File: src/inc/thc_defines.svh
`ifndef THC_DEFINES_SVH
`define THC_DEFINES_SVH
// What this block does
// - With forced idle set in message mode only flag octets 0x7E and queued bit-code sends go out; queued frames are held back.
// - When no frame and no bit-code send is waiting, flag octets are sent back to back.
// - Forced idle does nothing while the signaling type select is 0 (bit-code signaling).
// - With check append set, a frame check sequence follows the last byte of each frame; with it clear, none.
// - Check append is ignored in bit-code signaling.
// - Signaling type select 0 sends a bit-code message, 1 sends message-oriented frames.
// - The written buffer pick chooses which buffer (0 or 1) is read out and sent.
// - Reading the buffer pick returns the next free buffer, 0 for 0x0600 and 1 for 0x0700.
// - While only one buffer still holds an unsent message, the read value points at the other buffer.
// - In bit-code signaling the count gives the repeats, after which the done interrupt rises and sending stops.
// - A bit-code count of zero repeats the message until another send is queued.
// - In message mode the count is the frame length in octets, header included, check octets excluded.
// - Unless auto abort off is set, leaving a running frame for bit-code signaling sends 0 then seven 1s.

// Register byte addresses
`define THC_OFF_CTRL        12'h150
`define THC_OFF_LEN         12'h154
`define THC_OFF_STS         12'h158
`define THC_OFF_MASK        12'h15C
`define THC_BUF_REGION      3'h3
`define THC_BUF_WORDS       5'h18

// Field positions
`define THC_CTRL_SIG_TYPE   0
`define THC_CTRL_CHK_APPEND 1
`define THC_CTRL_FORCE_IDLE 2
`define THC_CTRL_ABORT_OFF  6
`define THC_CTRL_WMASK      8'h47
`define THC_LEN_PICK        7
`define THC_STS_DONE        0
`define THC_STS_ABORT       1

// Reset values
`define THC_CTRL_RST        8'h00
`define THC_LEN_RST         7'h00
`define THC_MASK_RST        2'h0

// Line patterns
`define THC_FLAG            8'h7E
`define THC_ABORT_SEQ       8'hFE
`define THC_CRC_INIT        16'hFFFF
`define THC_CRC_POLY        16'h8408

// Timing
`define THC_CLK_PERIOD_NS   50
`define THC_BIT_PERIOD_NS   250
`endif

File: src/inc/thc_pkg.sv
package thc_pkg;
   typedef enum logic [2:0] {SEND_FLAG, SEND_DATA, SEND_CHECK, SEND_ABORT, SEND_BITCODE} thc_send_t;

   typedef struct packed {
      logic [7:0]  ctrl;
      logic [6:0]  lenReg;
      logic        pickWr;
      logic        active;
      logic        actBuf;
      logic        actMsg;
      logic [6:0]  actLen;
      logic        pend;
      logic        pendBuf;
      logic        pendMsg;
      logic [6:0]  pendLen;
      thc_send_t   st;
      logic [7:0]  shreg;
      logic [2:0]  bitCnt;
      logic [2:0]  ones;
      logic        stuffNext;
      logic [6:0]  byteIdx;
      logic [15:0] crc;
      logic        crcHi;
      logic [6:0]  rep;
      logic [1:0]  sts;
      logic [1:0]  mask;
      logic        irq;
      logic        dlBit;
      logic        dlStrobe;
      logic [31:0] prdata;
      logic        pready;
      logic        pslverr;
   } thc_state_t;
endpackage

File: src/core/thc_crc16.sv
`timescale 1ns/10ps
`include "thc_defines.svh"
module thc_crc16 (
   // Running check and next line bit
   input  wire logic [15:0] crcIn,
   input  wire logic        bitIn,
   // Check after this bit
   output logic      [15:0] crcOut
);
   always_comb begin
      crcOut = {1'b0, crcIn[15:1]};
      if (crcIn[0] ^ bitIn) begin
         crcOut = crcOut ^ `THC_CRC_POLY;
      end
   end
endmodule

File: src/core/thc_tick_div.sv
`timescale 1ns/10ps
module thc_tick_div #(
   parameter int DIV = 5
) (
   // Clock and reset
   input  wire logic clk_sys,
   input  wire logic nrst,
   // One-cycle bit enable
   output logic      tick
);
   localparam int CW = (DIV > 1) ? $clog2(DIV) : 1;

   logic [CW-1:0] cnt;

   always_ff @(posedge clk_sys or negedge nrst) begin
      if (!nrst) begin
         cnt <= '0;
         tick <= 1'b0;
      end else if (cnt == CW'(DIV - 1)) begin
         cnt <= '0;
         tick <= 1'b1;
      end else begin
         cnt <= cnt + 1'b1;
         tick <= 1'b0;
      end
   end
endmodule

File: src/core/thc_tx_link.sv
`timescale 1ns/10ps
`include "thc_defines.svh"
module thc_tx_link #(
   parameter int BIT_PERIOD_NS = `THC_BIT_PERIOD_NS
) (
   // Clock and reset
   input  wire logic        clk_sys,
   input  wire logic        nrst,
   // APB slave
   input  wire logic        psel,
   input  wire logic        penable,
   input  wire logic        pwrite,
   input  wire logic [11:0] paddr,
   input  wire logic [31:0] pwdata,
   output logic      [31:0] prdata,
   output logic             pready,
   output logic             pslverr,
   // Data link channel
   output logic             dlBit,
   output logic             dlBitStrobe,
   // Interrupt
   output logic             irqOut
);
   localparam int BIT_CYCLES_RAW = (BIT_PERIOD_NS + `THC_CLK_PERIOD_NS - 1) / `THC_CLK_PERIOD_NS;
   localparam int BIT_CYCLES     = (BIT_CYCLES_RAW < 1) ? 1 : BIT_CYCLES_RAW;

   thc_pkg::thc_state_t s;
   thc_pkg::thc_state_t next_s;

   // Two 96-byte buffers, four bytes a word; words 24..31 are never written
   logic [31:0] mem [0:63];

   logic        tick;
   logic [15:0] crcNext;
   logic        setup;
   logic        wrEn;
   logic        memHit;
   logic        busy0;
   logic        busy1;
   logic        pickRead;
   logic        finish;
   logic        killAbort;
   logic        killQuiet;
   logic        inFrame;
   logic        idleOn;

   thc_tick_div #(.DIV(BIT_CYCLES)) u_div (
      .clk_sys (clk_sys),
      .nrst    (nrst),
      .tick    (tick)
   );

   thc_crc16 u_crc (
      .crcIn  (s.crc),
      .bitIn  (s.shreg[0]),
      .crcOut (crcNext)
   );

   function automatic logic [7:0] memByte(input logic bufSel, input logic [6:0] idx);
      logic [31:0] w;
      w = mem[{bufSel, idx[6:2]}];
      return w[{idx[1:0], 3'b000} +: 8];
   endfunction

   assign setup   = psel && !penable;
   assign wrEn    = psel && penable && s.pready && pwrite;
   assign memHit  = (paddr[11:9] == `THC_BUF_REGION) && !paddr[7] && (paddr[6:2] < `THC_BUF_WORDS);
   assign busy0   = (s.active && !s.actBuf) || (s.pend && !s.pendBuf);
   assign busy1   = (s.active && s.actBuf) || (s.pend && s.pendBuf);
   assign inFrame = (s.st == thc_pkg::SEND_DATA) || (s.st == thc_pkg::SEND_CHECK);
   assign idleOn  = s.ctrl[`THC_CTRL_FORCE_IDLE] && s.ctrl[`THC_CTRL_SIG_TYPE];

   // Next free buffer; with both free, the one not picked last
   always_comb begin
      if (busy0 && !busy1) begin
         pickRead = 1'b1;
      end else if (busy1 && !busy0) begin
         pickRead = 1'b0;
      end else begin
         pickRead = !s.pickWr;
      end
   end

   always_ff @(posedge clk_sys) begin
      if (wrEn && memHit) begin
         mem[{paddr[8], paddr[6:2]}] <= pwdata;
      end
   end

   always_comb begin
      next_s = s;
      next_s.dlStrobe = 1'b0;
      finish = 1'b0;
      killAbort = 1'b0;
      killQuiet = 1'b0;

      // Bit engine, one line bit per tick
      if (tick) begin
         next_s.dlStrobe = 1'b1;
         if (s.stuffNext) begin
            next_s.dlBit = 1'b0;
            next_s.stuffNext = 1'b0;
            next_s.ones = 3'h0;
         end else begin
            next_s.dlBit = s.shreg[0];
            next_s.shreg = {1'b0, s.shreg[7:1]};
            next_s.bitCnt = s.bitCnt + 3'h1;
            if (inFrame && s.shreg[0]) begin
               next_s.ones = s.ones + 3'h1;
               if (s.ones == 3'h4) begin
                  next_s.stuffNext = 1'b1;
                  next_s.ones = 3'h0;
               end
            end else begin
               next_s.ones = 3'h0;
            end
            if (s.st == thc_pkg::SEND_DATA) begin
               next_s.crc = crcNext;
            end
            if (s.bitCnt == 3'h7) begin
               unique case (s.st)
                  thc_pkg::SEND_FLAG, thc_pkg::SEND_ABORT: begin
                     next_s.st = thc_pkg::SEND_FLAG;
                     next_s.shreg = `THC_FLAG;
                     if (s.active && s.actMsg && !idleOn) begin
                        if (s.actLen == 7'h00) begin
                           finish = 1'b1;
                        end else begin
                           next_s.st = thc_pkg::SEND_DATA;
                           next_s.shreg = memByte(s.actBuf, 7'h00);
                           next_s.byteIdx = 7'h01;
                           next_s.crc = `THC_CRC_INIT;
                        end
                     end else if (s.active && !s.actMsg) begin
                        next_s.st = thc_pkg::SEND_BITCODE;
                        next_s.shreg = memByte(s.actBuf, 7'h00);
                        next_s.byteIdx = 7'h01;
                        next_s.rep = 7'h00;
                     end
                  end
                  thc_pkg::SEND_DATA: begin
                     if (s.byteIdx == s.actLen) begin
                        if (s.ctrl[`THC_CTRL_CHK_APPEND]) begin
                           next_s.st = thc_pkg::SEND_CHECK;
                           next_s.shreg = ~crcNext[7:0];
                           next_s.crcHi = 1'b1;
                        end else begin
                           finish = 1'b1;
                        end
                     end else begin
                        next_s.shreg = memByte(s.actBuf, s.byteIdx);
                        next_s.byteIdx = s.byteIdx + 7'h01;
                     end
                  end
                  thc_pkg::SEND_CHECK: begin
                     if (s.crcHi) begin
                        next_s.shreg = ~s.crc[15:8];
                        next_s.crcHi = 1'b0;
                     end else begin
                        finish = 1'b1;
                     end
                  end
                  thc_pkg::SEND_BITCODE: begin
                     if (s.byteIdx == 7'h01) begin
                        next_s.shreg = memByte(s.actBuf, 7'h01);
                        next_s.byteIdx = 7'h02;
                     end else begin
                        next_s.rep = s.rep + 7'h01;
                        if ((s.actLen != 7'h00 && s.rep + 7'h01 == s.actLen) ||
                            (s.actLen == 7'h00 && s.pend)) begin
                           finish = 1'b1;
                        end else begin
                           next_s.shreg = memByte(s.actBuf, 7'h00);
                           next_s.byteIdx = 7'h01;
                        end
                     end
                  end
               endcase
            end
         end
      end

      // End of transfer: closing flag, raise done, pull in the queued one
      if (finish) begin
         next_s.st = thc_pkg::SEND_FLAG;
         next_s.shreg = `THC_FLAG;
         next_s.sts[`THC_STS_DONE] = 1'b1;
      end

      // Abrupt leave of a running frame, via a control write
      if (wrEn && paddr == `THC_OFF_CTRL && s.active && s.actMsg && inFrame) begin
         if (!pwdata[`THC_CTRL_SIG_TYPE] && !pwdata[`THC_CTRL_ABORT_OFF]) begin
            killAbort = 1'b1;
         end else if (!pwdata[`THC_CTRL_SIG_TYPE] || pwdata[`THC_CTRL_FORCE_IDLE]) begin
            killQuiet = 1'b1;
         end
      end
      if (killAbort) begin
         next_s.st = thc_pkg::SEND_ABORT;
         next_s.shreg = `THC_ABORT_SEQ;
         next_s.bitCnt = 3'h0;
         next_s.stuffNext = 1'b0;
         next_s.ones = 3'h0;
         next_s.sts[`THC_STS_ABORT] = 1'b1;
      end else if (killQuiet) begin
         next_s.st = thc_pkg::SEND_FLAG;
         next_s.shreg = `THC_FLAG;
         next_s.bitCnt = 3'h0;
         next_s.stuffNext = 1'b0;
         next_s.ones = 3'h0;
      end
      if (finish || killAbort || killQuiet) begin
         next_s.active = s.pend;
         next_s.actBuf = s.pendBuf;
         next_s.actMsg = s.pendMsg;
         next_s.actLen = s.pendLen;
         next_s.pend = 1'b0;
      end

      // Register writes take effect at the access edge
      if (wrEn) begin
         unique case (paddr)
            `THC_OFF_CTRL: begin
               next_s.ctrl = pwdata[7:0] & `THC_CTRL_WMASK;
            end
            `THC_OFF_LEN: begin
               // Mode is taken now: a bit-code send needs a 0 written first
               next_s.lenReg = pwdata[6:0];
               next_s.pickWr = pwdata[`THC_LEN_PICK];
               if (!next_s.active) begin
                  next_s.active = 1'b1;
                  next_s.actBuf = pwdata[`THC_LEN_PICK];
                  next_s.actMsg = s.ctrl[`THC_CTRL_SIG_TYPE];
                  next_s.actLen = pwdata[6:0];
               end else if (!next_s.pend) begin
                  next_s.pend = 1'b1;
                  next_s.pendBuf = pwdata[`THC_LEN_PICK];
                  next_s.pendMsg = s.ctrl[`THC_CTRL_SIG_TYPE];
                  next_s.pendLen = pwdata[6:0];
               end
            end
            `THC_OFF_STS: begin
               // Set from this cycle's events wins over the clear
               next_s.sts = s.sts & ~pwdata[1:0];
               next_s.sts[`THC_STS_DONE] = next_s.sts[`THC_STS_DONE] | finish;
               next_s.sts[`THC_STS_ABORT] = next_s.sts[`THC_STS_ABORT] | killAbort;
            end
            `THC_OFF_MASK: begin
               next_s.mask = pwdata[1:0];
            end
            default: begin
            end
         endcase
      end

      // Read data is caught in the setup cycle, so access completes at once
      next_s.pready = setup;
      next_s.pslverr = 1'b0;
      next_s.prdata = 32'h0000_0000;
      if (setup) begin
         unique case (paddr)
            `THC_OFF_CTRL: next_s.prdata = {24'h00_0000, s.ctrl};
            `THC_OFF_LEN:  next_s.prdata = {24'h00_0000, pickRead, s.lenReg};
            `THC_OFF_STS:  next_s.prdata = {30'h0000_0000, s.sts};
            `THC_OFF_MASK: next_s.prdata = {30'h0000_0000, s.mask};
            default: begin
               if (memHit) begin
                  next_s.prdata = mem[{paddr[8], paddr[6:2]}];
               end else begin
                  next_s.pslverr = 1'b1;
               end
            end
         endcase
      end

      next_s.irq = |(next_s.sts & next_s.mask);
   end

   always_ff @(posedge clk_sys or negedge nrst) begin
      if (!nrst) begin
         s <= '0;
         s.ctrl <= `THC_CTRL_RST;
         s.lenReg <= `THC_LEN_RST;
         s.mask <= `THC_MASK_RST;
         s.shreg <= `THC_FLAG;
         s.pickWr <= 1'b1;
      end else begin
         s <= next_s;
      end
   end

   assign prdata      = s.prdata;
   assign pready      = s.pready;
   assign pslverr     = s.pslverr;
   assign dlBit       = s.dlBit;
   assign dlBitStrobe = s.dlStrobe;
   assign irqOut      = s.irq;
endmodule

File: config.mk
export PLATFORM = sky130hd
export DESIGN_NAME = thc_tx_link
export DESIGN_NICKNAME = d
export VERILOG_FILES = /design/src/inc/thc_pkg.sv /design/src/core/thc_crc16.sv /design/src/core/thc_tick_div.sv /design/src/core/thc_tx_link.sv
export VERILOG_INCLUDE_DIRS = /design/src /design/src/inc
export SDC_FILE = /design/constraint.sdc
export NUM_CORES = 2
export LEC_CHECK = 0
export ABC_CLOCK_PERIOD_IN_PS = 3790
export BUFFER_PORTS_ARGS = -buffer_cell sky130_fd_sc_hd__buf_2
export CELL_PAD_IN_SITES_DETAIL_PLACEMENT = 0
export CELL_PAD_IN_SITES_GLOBAL_PLACEMENT = 1
export CORE_UTILIZATION = 32
export DETAILED_ROUTE_END_ITERATION = 10
export GPL_ROUTABILITY_DRIVEN = 1
export PLACE_DENSITY = 0.57
export REMOVE_ABC_BUFFERS = 1
export SYNTH_ARGS = -nofsm -noshare
export SYNTH_HDL_FRONTEND = slang
export SYNTH_SLANG_ARGS = --single-unit
File: constraint.sdc
create_clock -name clk_sys -period 3.79 [get_ports clk_sys]
set_input_delay 0.758 -clock clk_sys [delete_from_list [all_inputs] [get_ports clk_sys]]
set_output_delay 0.758 -clock clk_sys [all_outputs]
set_load 0.01 [all_outputs]
==> run summary <==
Setup repair after global routing left no endpoint under its margin. Among all flip-flop cells after synthesis, the most frequent one is sky130_fd_sc_hd__edfxtp_1. Dividing the detail-routed via count by the number of cells gives 5.65. The worst register-to-register path ends at s[86]. The flip-flop and latch count after synthesis is 2174. The total count of max-transition violations in the final report is 0. For this block, the initial DRC count from the detailed router was 6494. The first global-routing pass estimated 489000 um of wire. The total wire length came out at 355000 um. The total power of the final layout is 53.4 mW.

The met2 wire length came out at 168000 um. Static timing analysis puts the maximum clock frequency at 266 MHz. The total global routing overflow came out at 0. The power density normalized to cell area came out at 441 mW/mm^2.

In this run the mean area of a mapped cell was 20.1 sq um. The cell type group with the largest total delay on the critical path is multiplexers. The worst-path maximum fanout came out at 25. The delay of the slowest critical-path stage is 560 ps. The core region is 0.315 sq mm. In this run the tightest slew margin relative to its limit is 15.0%.

The detailed-route wire length on metal 1 came out at 147000 um. The sequential share of the synthesized area is 63.8%. On the final layout, the worst clock skew is 105 ps.

The origin of the critical flop-to-flop path is s[67]. The final HPWL from detailed placement is 226000 um. Hold timing on the final database bottoms out at a slack of 148 ps.

Signal routing reaches up to met5. Counting the buffers created by CTS gives 242. The peak supply drop is 0.000409 V. TritonCTS built the clock tree. For the worst-skew pair, the clock arrives at the later sink with an insertion delay of 970 ps.

The largest net degree at the start of global routing came out at 73. The minimum period implied by the final worst setup slack came out at 3750 ps. The clock passes through at most 4 buffers.

The final setup violation count is 0. The largest individual stage delay along the critical path comes from the cell sky130_fd_sc_hd__mux4_2. Yosys mapped a number of flops with a built-in enable equal to 2048. The last element of the critical path is s[86]. The initial standard-cell utilization of the core is 32.2%. The layout filler cell count came out at 28657. The die is 565 um wide. For the worst flop-to-flop path, the logic depth is 11.

The run finished with clean final reports. The fraction of layout cells with a size suffix above 1 is 36.6%. The post-route DRC violation count is 0. The worst-case setup slack after placement is -405 ps. The type of the worst setup path is flip-flop to flip-flop. The clock transition at the registers of the reported paths is 70 ps.

The final weighted congestion of routability-driven global placement is 0.851. The worst setup slack for register-to-register paths came out at 40 ps. Global routing used 22.2% of the available tracks across all layers.

Summing every instance area after synthesis gives 0.101 sq mm. The count of buffer and inverter cells on the critical path is 4. The area of the die came out at 0.319 sq mm. The number of nets at the end of the flow is 6014. The tree is rooted in a sky130_fd_sc_hd__clkbuf_16.

The total number of cells along the worst setup path came out at 11. The data arrival at the endpoint of the critical path is 4590 ps. The yosys synthesis warning count came out at 0. The iteration count of the initial detailed-routing pass came out at 5. The path class of the lowest-slack min-delay path is input port to flip-flop.

The endpoint kind of the worst setup timing path is a flip-flop. Counting distinct cell types in the post-synthesis netlist gives 75. The worst endpoint required time is 4630 ps. The cell count after synthesis is 5036.

The element type at the critical path start is a flip-flop. The number of antenna violations at the first check in global routing came out at 29. From synthesis to final layout, the design area changed by 19.8%. The number of sinks on the clock net came out at 2174.

The summed negative setup slack over all endpoints is 0 ps. The count of final hold-check violations came to 0. The via count of the first global-routing pass is 59225. The worst path setup slack after routing is 35.3 ps.

In this run the core area contains 206 standard-cell rows. In this run the vertical extent of the chip is 565 um. The max-capacitance violation count is 0. The wire length on met3 is 25100 um. The total number of vias is 58297.

The average wire length per cell after detail routing is 34.4 um. The signal on the critical path passes through buf_12, buf_4, buf_16, mux4_2, mux4_2, o32ai_1, a211o_1, nand4_1, buf_4, a31oi_1, o21ai_0. In this run the count of I/O pins placed on the die edge is 86. Tracing the worst setup path back leads to its startpoint at s[67].

The final antenna-violating net count is 0. The slew of the pin with the lowest slew margin came out at 1280 ps. The share of async-settable or async-resettable flops after synthesis came out at 5.80%. Summed over all cells, the static leakage comes to 39.8 nW. The final period utilization came out at 99.1%. The H-tree was split into 4 levels. The count of input and output buffers came out at 85.
==> synth_stat cells (all sizes together), types with 4 or more instances <==
cell type	number	area [sq um]
xor2	8	70.1
xnor2	16	140
or2	5	31.3
o31ai	13	97.6
a32oi	24	210
a211oi	20	150
and3	13	81.3
nor3b	4	30.0
dfrtp	119	2980
a31oi	14	87.6
inv	21	78.8
mux4	1165	26200
a21oi	77	397
nor3	21	116
and2	14	87.6
o221ai	23	201
nand3	50	250
o311ai	4	35.0
mux2	63	724
nor4	7	43.8
o211ai	19	143
nand2	205	769
or4	6	45.0
ha	9	113
dfstp	7	184
or3	10	62.6
nor2b	23	144
o22ai	52	325
a21o	7	52.6
a2111oi	6	52.6
clkbuf	160	601
edfxtp	2048	61500
nor2	154	586
buf	254	1300
nand2b	16	100
nand4	10	62.6
o21ai	75	375
a221oi	20	175
mux2i	212	2130
a22oi	20	150
==> power by group <==
| part | leakage (nW) | internal (mW) | total [mW] | switching (mW) |
|---|---|---|---|---|
| clock | 3.83 | 13.7 | 23.7 | 10.0 |
| sequential | 20.5 | 26.8 | 27.0 | 0.203 |
| combinational | 15.4 | 1.22 | 2.74 | 1.53 |
| total | 39.8 | 41.7 | 53.4 | 11.7 |
==> worst register-to-register path, delay by kind of cell (launching register included) <==
kind            cells  cell delay, ps
compound gates      4             780
buf+inv             4             910
flops               1             520
mux                 2            1150
simple gates        1             280
==> cell type report <==
cell class | count | area (sq um) | area share (%)
Antenna cell | 7 | 17.5 | 0.0144
Timing Repair Buffer | 579 | 6460 | 5.33
Tap cell | 4160 | 5200 | 4.29
Multi-Input combinational cell | 2935 | 37000 | 30.5
Clock buffer | 308 | 6440 | 5.31
Clock inverter | 136 | 1430 | 1.18
Sequential cell | 2174 | 64700 | 53.3
Inverter | 24 | 106 | 0.0877
==> routing by layer <==
layer / vias up / GRT usage (%)
li1: 23117 / -
met1: 31949 / 30.3
met2: 2621 / 36.0
met3: 596 / 3.48
met4: 14 / 7.89
met5: - / 0
==> cell usage in the layout, fill, tap and decap left out, types with 19 or more instances in the layout <==
cell                           n
sky130_fd_sc_hd__clkinv_2     48
sky130_fd_sc_hd__nor2_1      101
sky130_fd_sc_hd__clkbuf_1     55
sky130_fd_sc_hd__buf_12      181
sky130_fd_sc_hd__buf_2        80
sky130_fd_sc_hd__a211oi_1     20
sky130_fd_sc_hd__a32oi_1      24
sky130_fd_sc_hd__a22oi_1      20
sky130_fd_sc_hd__nand2_1     203
sky130_fd_sc_hd__nand3_1      50
sky130_fd_sc_hd__nor2b_1      21
sky130_fd_sc_hd__inv_1        19
sky130_fd_sc_hd__conb_1      512
sky130_fd_sc_hd__o21ai_0      72
sky130_fd_sc_hd__mux4_2     1165
sky130_fd_sc_hd__mux2i_1     211
sky130_fd_sc_hd__clkinv_1     38
sky130_fd_sc_hd__o221ai_1     23
sky130_fd_sc_hd__nor3_1       19
sky130_fd_sc_hd__o22ai_1      52
sky130_fd_sc_hd__a221oi_1     20
sky130_fd_sc_hd__a21oi_1      76
sky130_fd_sc_hd__nor2_4       50
sky130_fd_sc_hd__bufinv_16    25
sky130_fd_sc_hd__o211ai_1     19
sky130_fd_sc_hd__mux2_2       59
sky130_fd_sc_hd__clkbuf_16   244
sky130_fd_sc_hd__edfxtp_1   2048
sky130_fd_sc_hd__buf_4       312
sky130_fd_sc_hd__dfrtp_1     113
==> worst min-delay path by stage <==
stage                            start      endpoint  cells past startpoint  slack, ps
after floorplan           u_div.cnt[0]  u_div.cnt[0]                      1        430
after CTS                    pwdata[6]        s[106]                      2        110
final                        pwdata[6]        s[106]                      2        150
after global routing         pwdata[6]        s[106]                      2        140
after global placement    u_div.cnt[0]  u_div.cnt[0]                      1        450
after detailed placement        s[116]        s[116]                      2        460
==> flip-flops by register name (all words and copies together), names as in the netlist <==
signal       flops
dlBit            1
pslverr          1
u_div.cnt        3
s               85
pready           1
irqOut           1
dlBitStrobe      1
mem           2048
u_div.tick       1
prdata          32
==> logic make-up after synthesis <==
family / Yosys count / share of synthesized area (%)
DFF: 2174 / 63.8
and+or+nand+nor: 552 / 2.50
buffers and inverters: 438 / 1.97
xor gates and xnor gates: 24 / 0.208
other: 1 / 0.00370
adders and majority gates: 9 / 0.111
muxes: 1440 / 28.7
AOI/OAI and AO/OA: 398 / 2.64
==> timing repair <==
action / in CTS / in global routing
setup endpoints to repair: 1 / 2
hold endpoints to repair: 41 / 0
pin swaps: 0 / 1
buffers inserted: 7 / 0
gates resized for setup: 0 / 2
hold buffers: 1 / 0
==> metrics by stage <==
step	cells	util [%]	area, sq um
finish	10323	38.5	121000
global route	10317	38.5	121000
CTS	10316	38.5	121000
detailed placement	9864	36.0	113000
global placement	9864	36.0	113000
floorplan	5133	-	101000
Note: power is estimated with default switching activity, not from simulation.
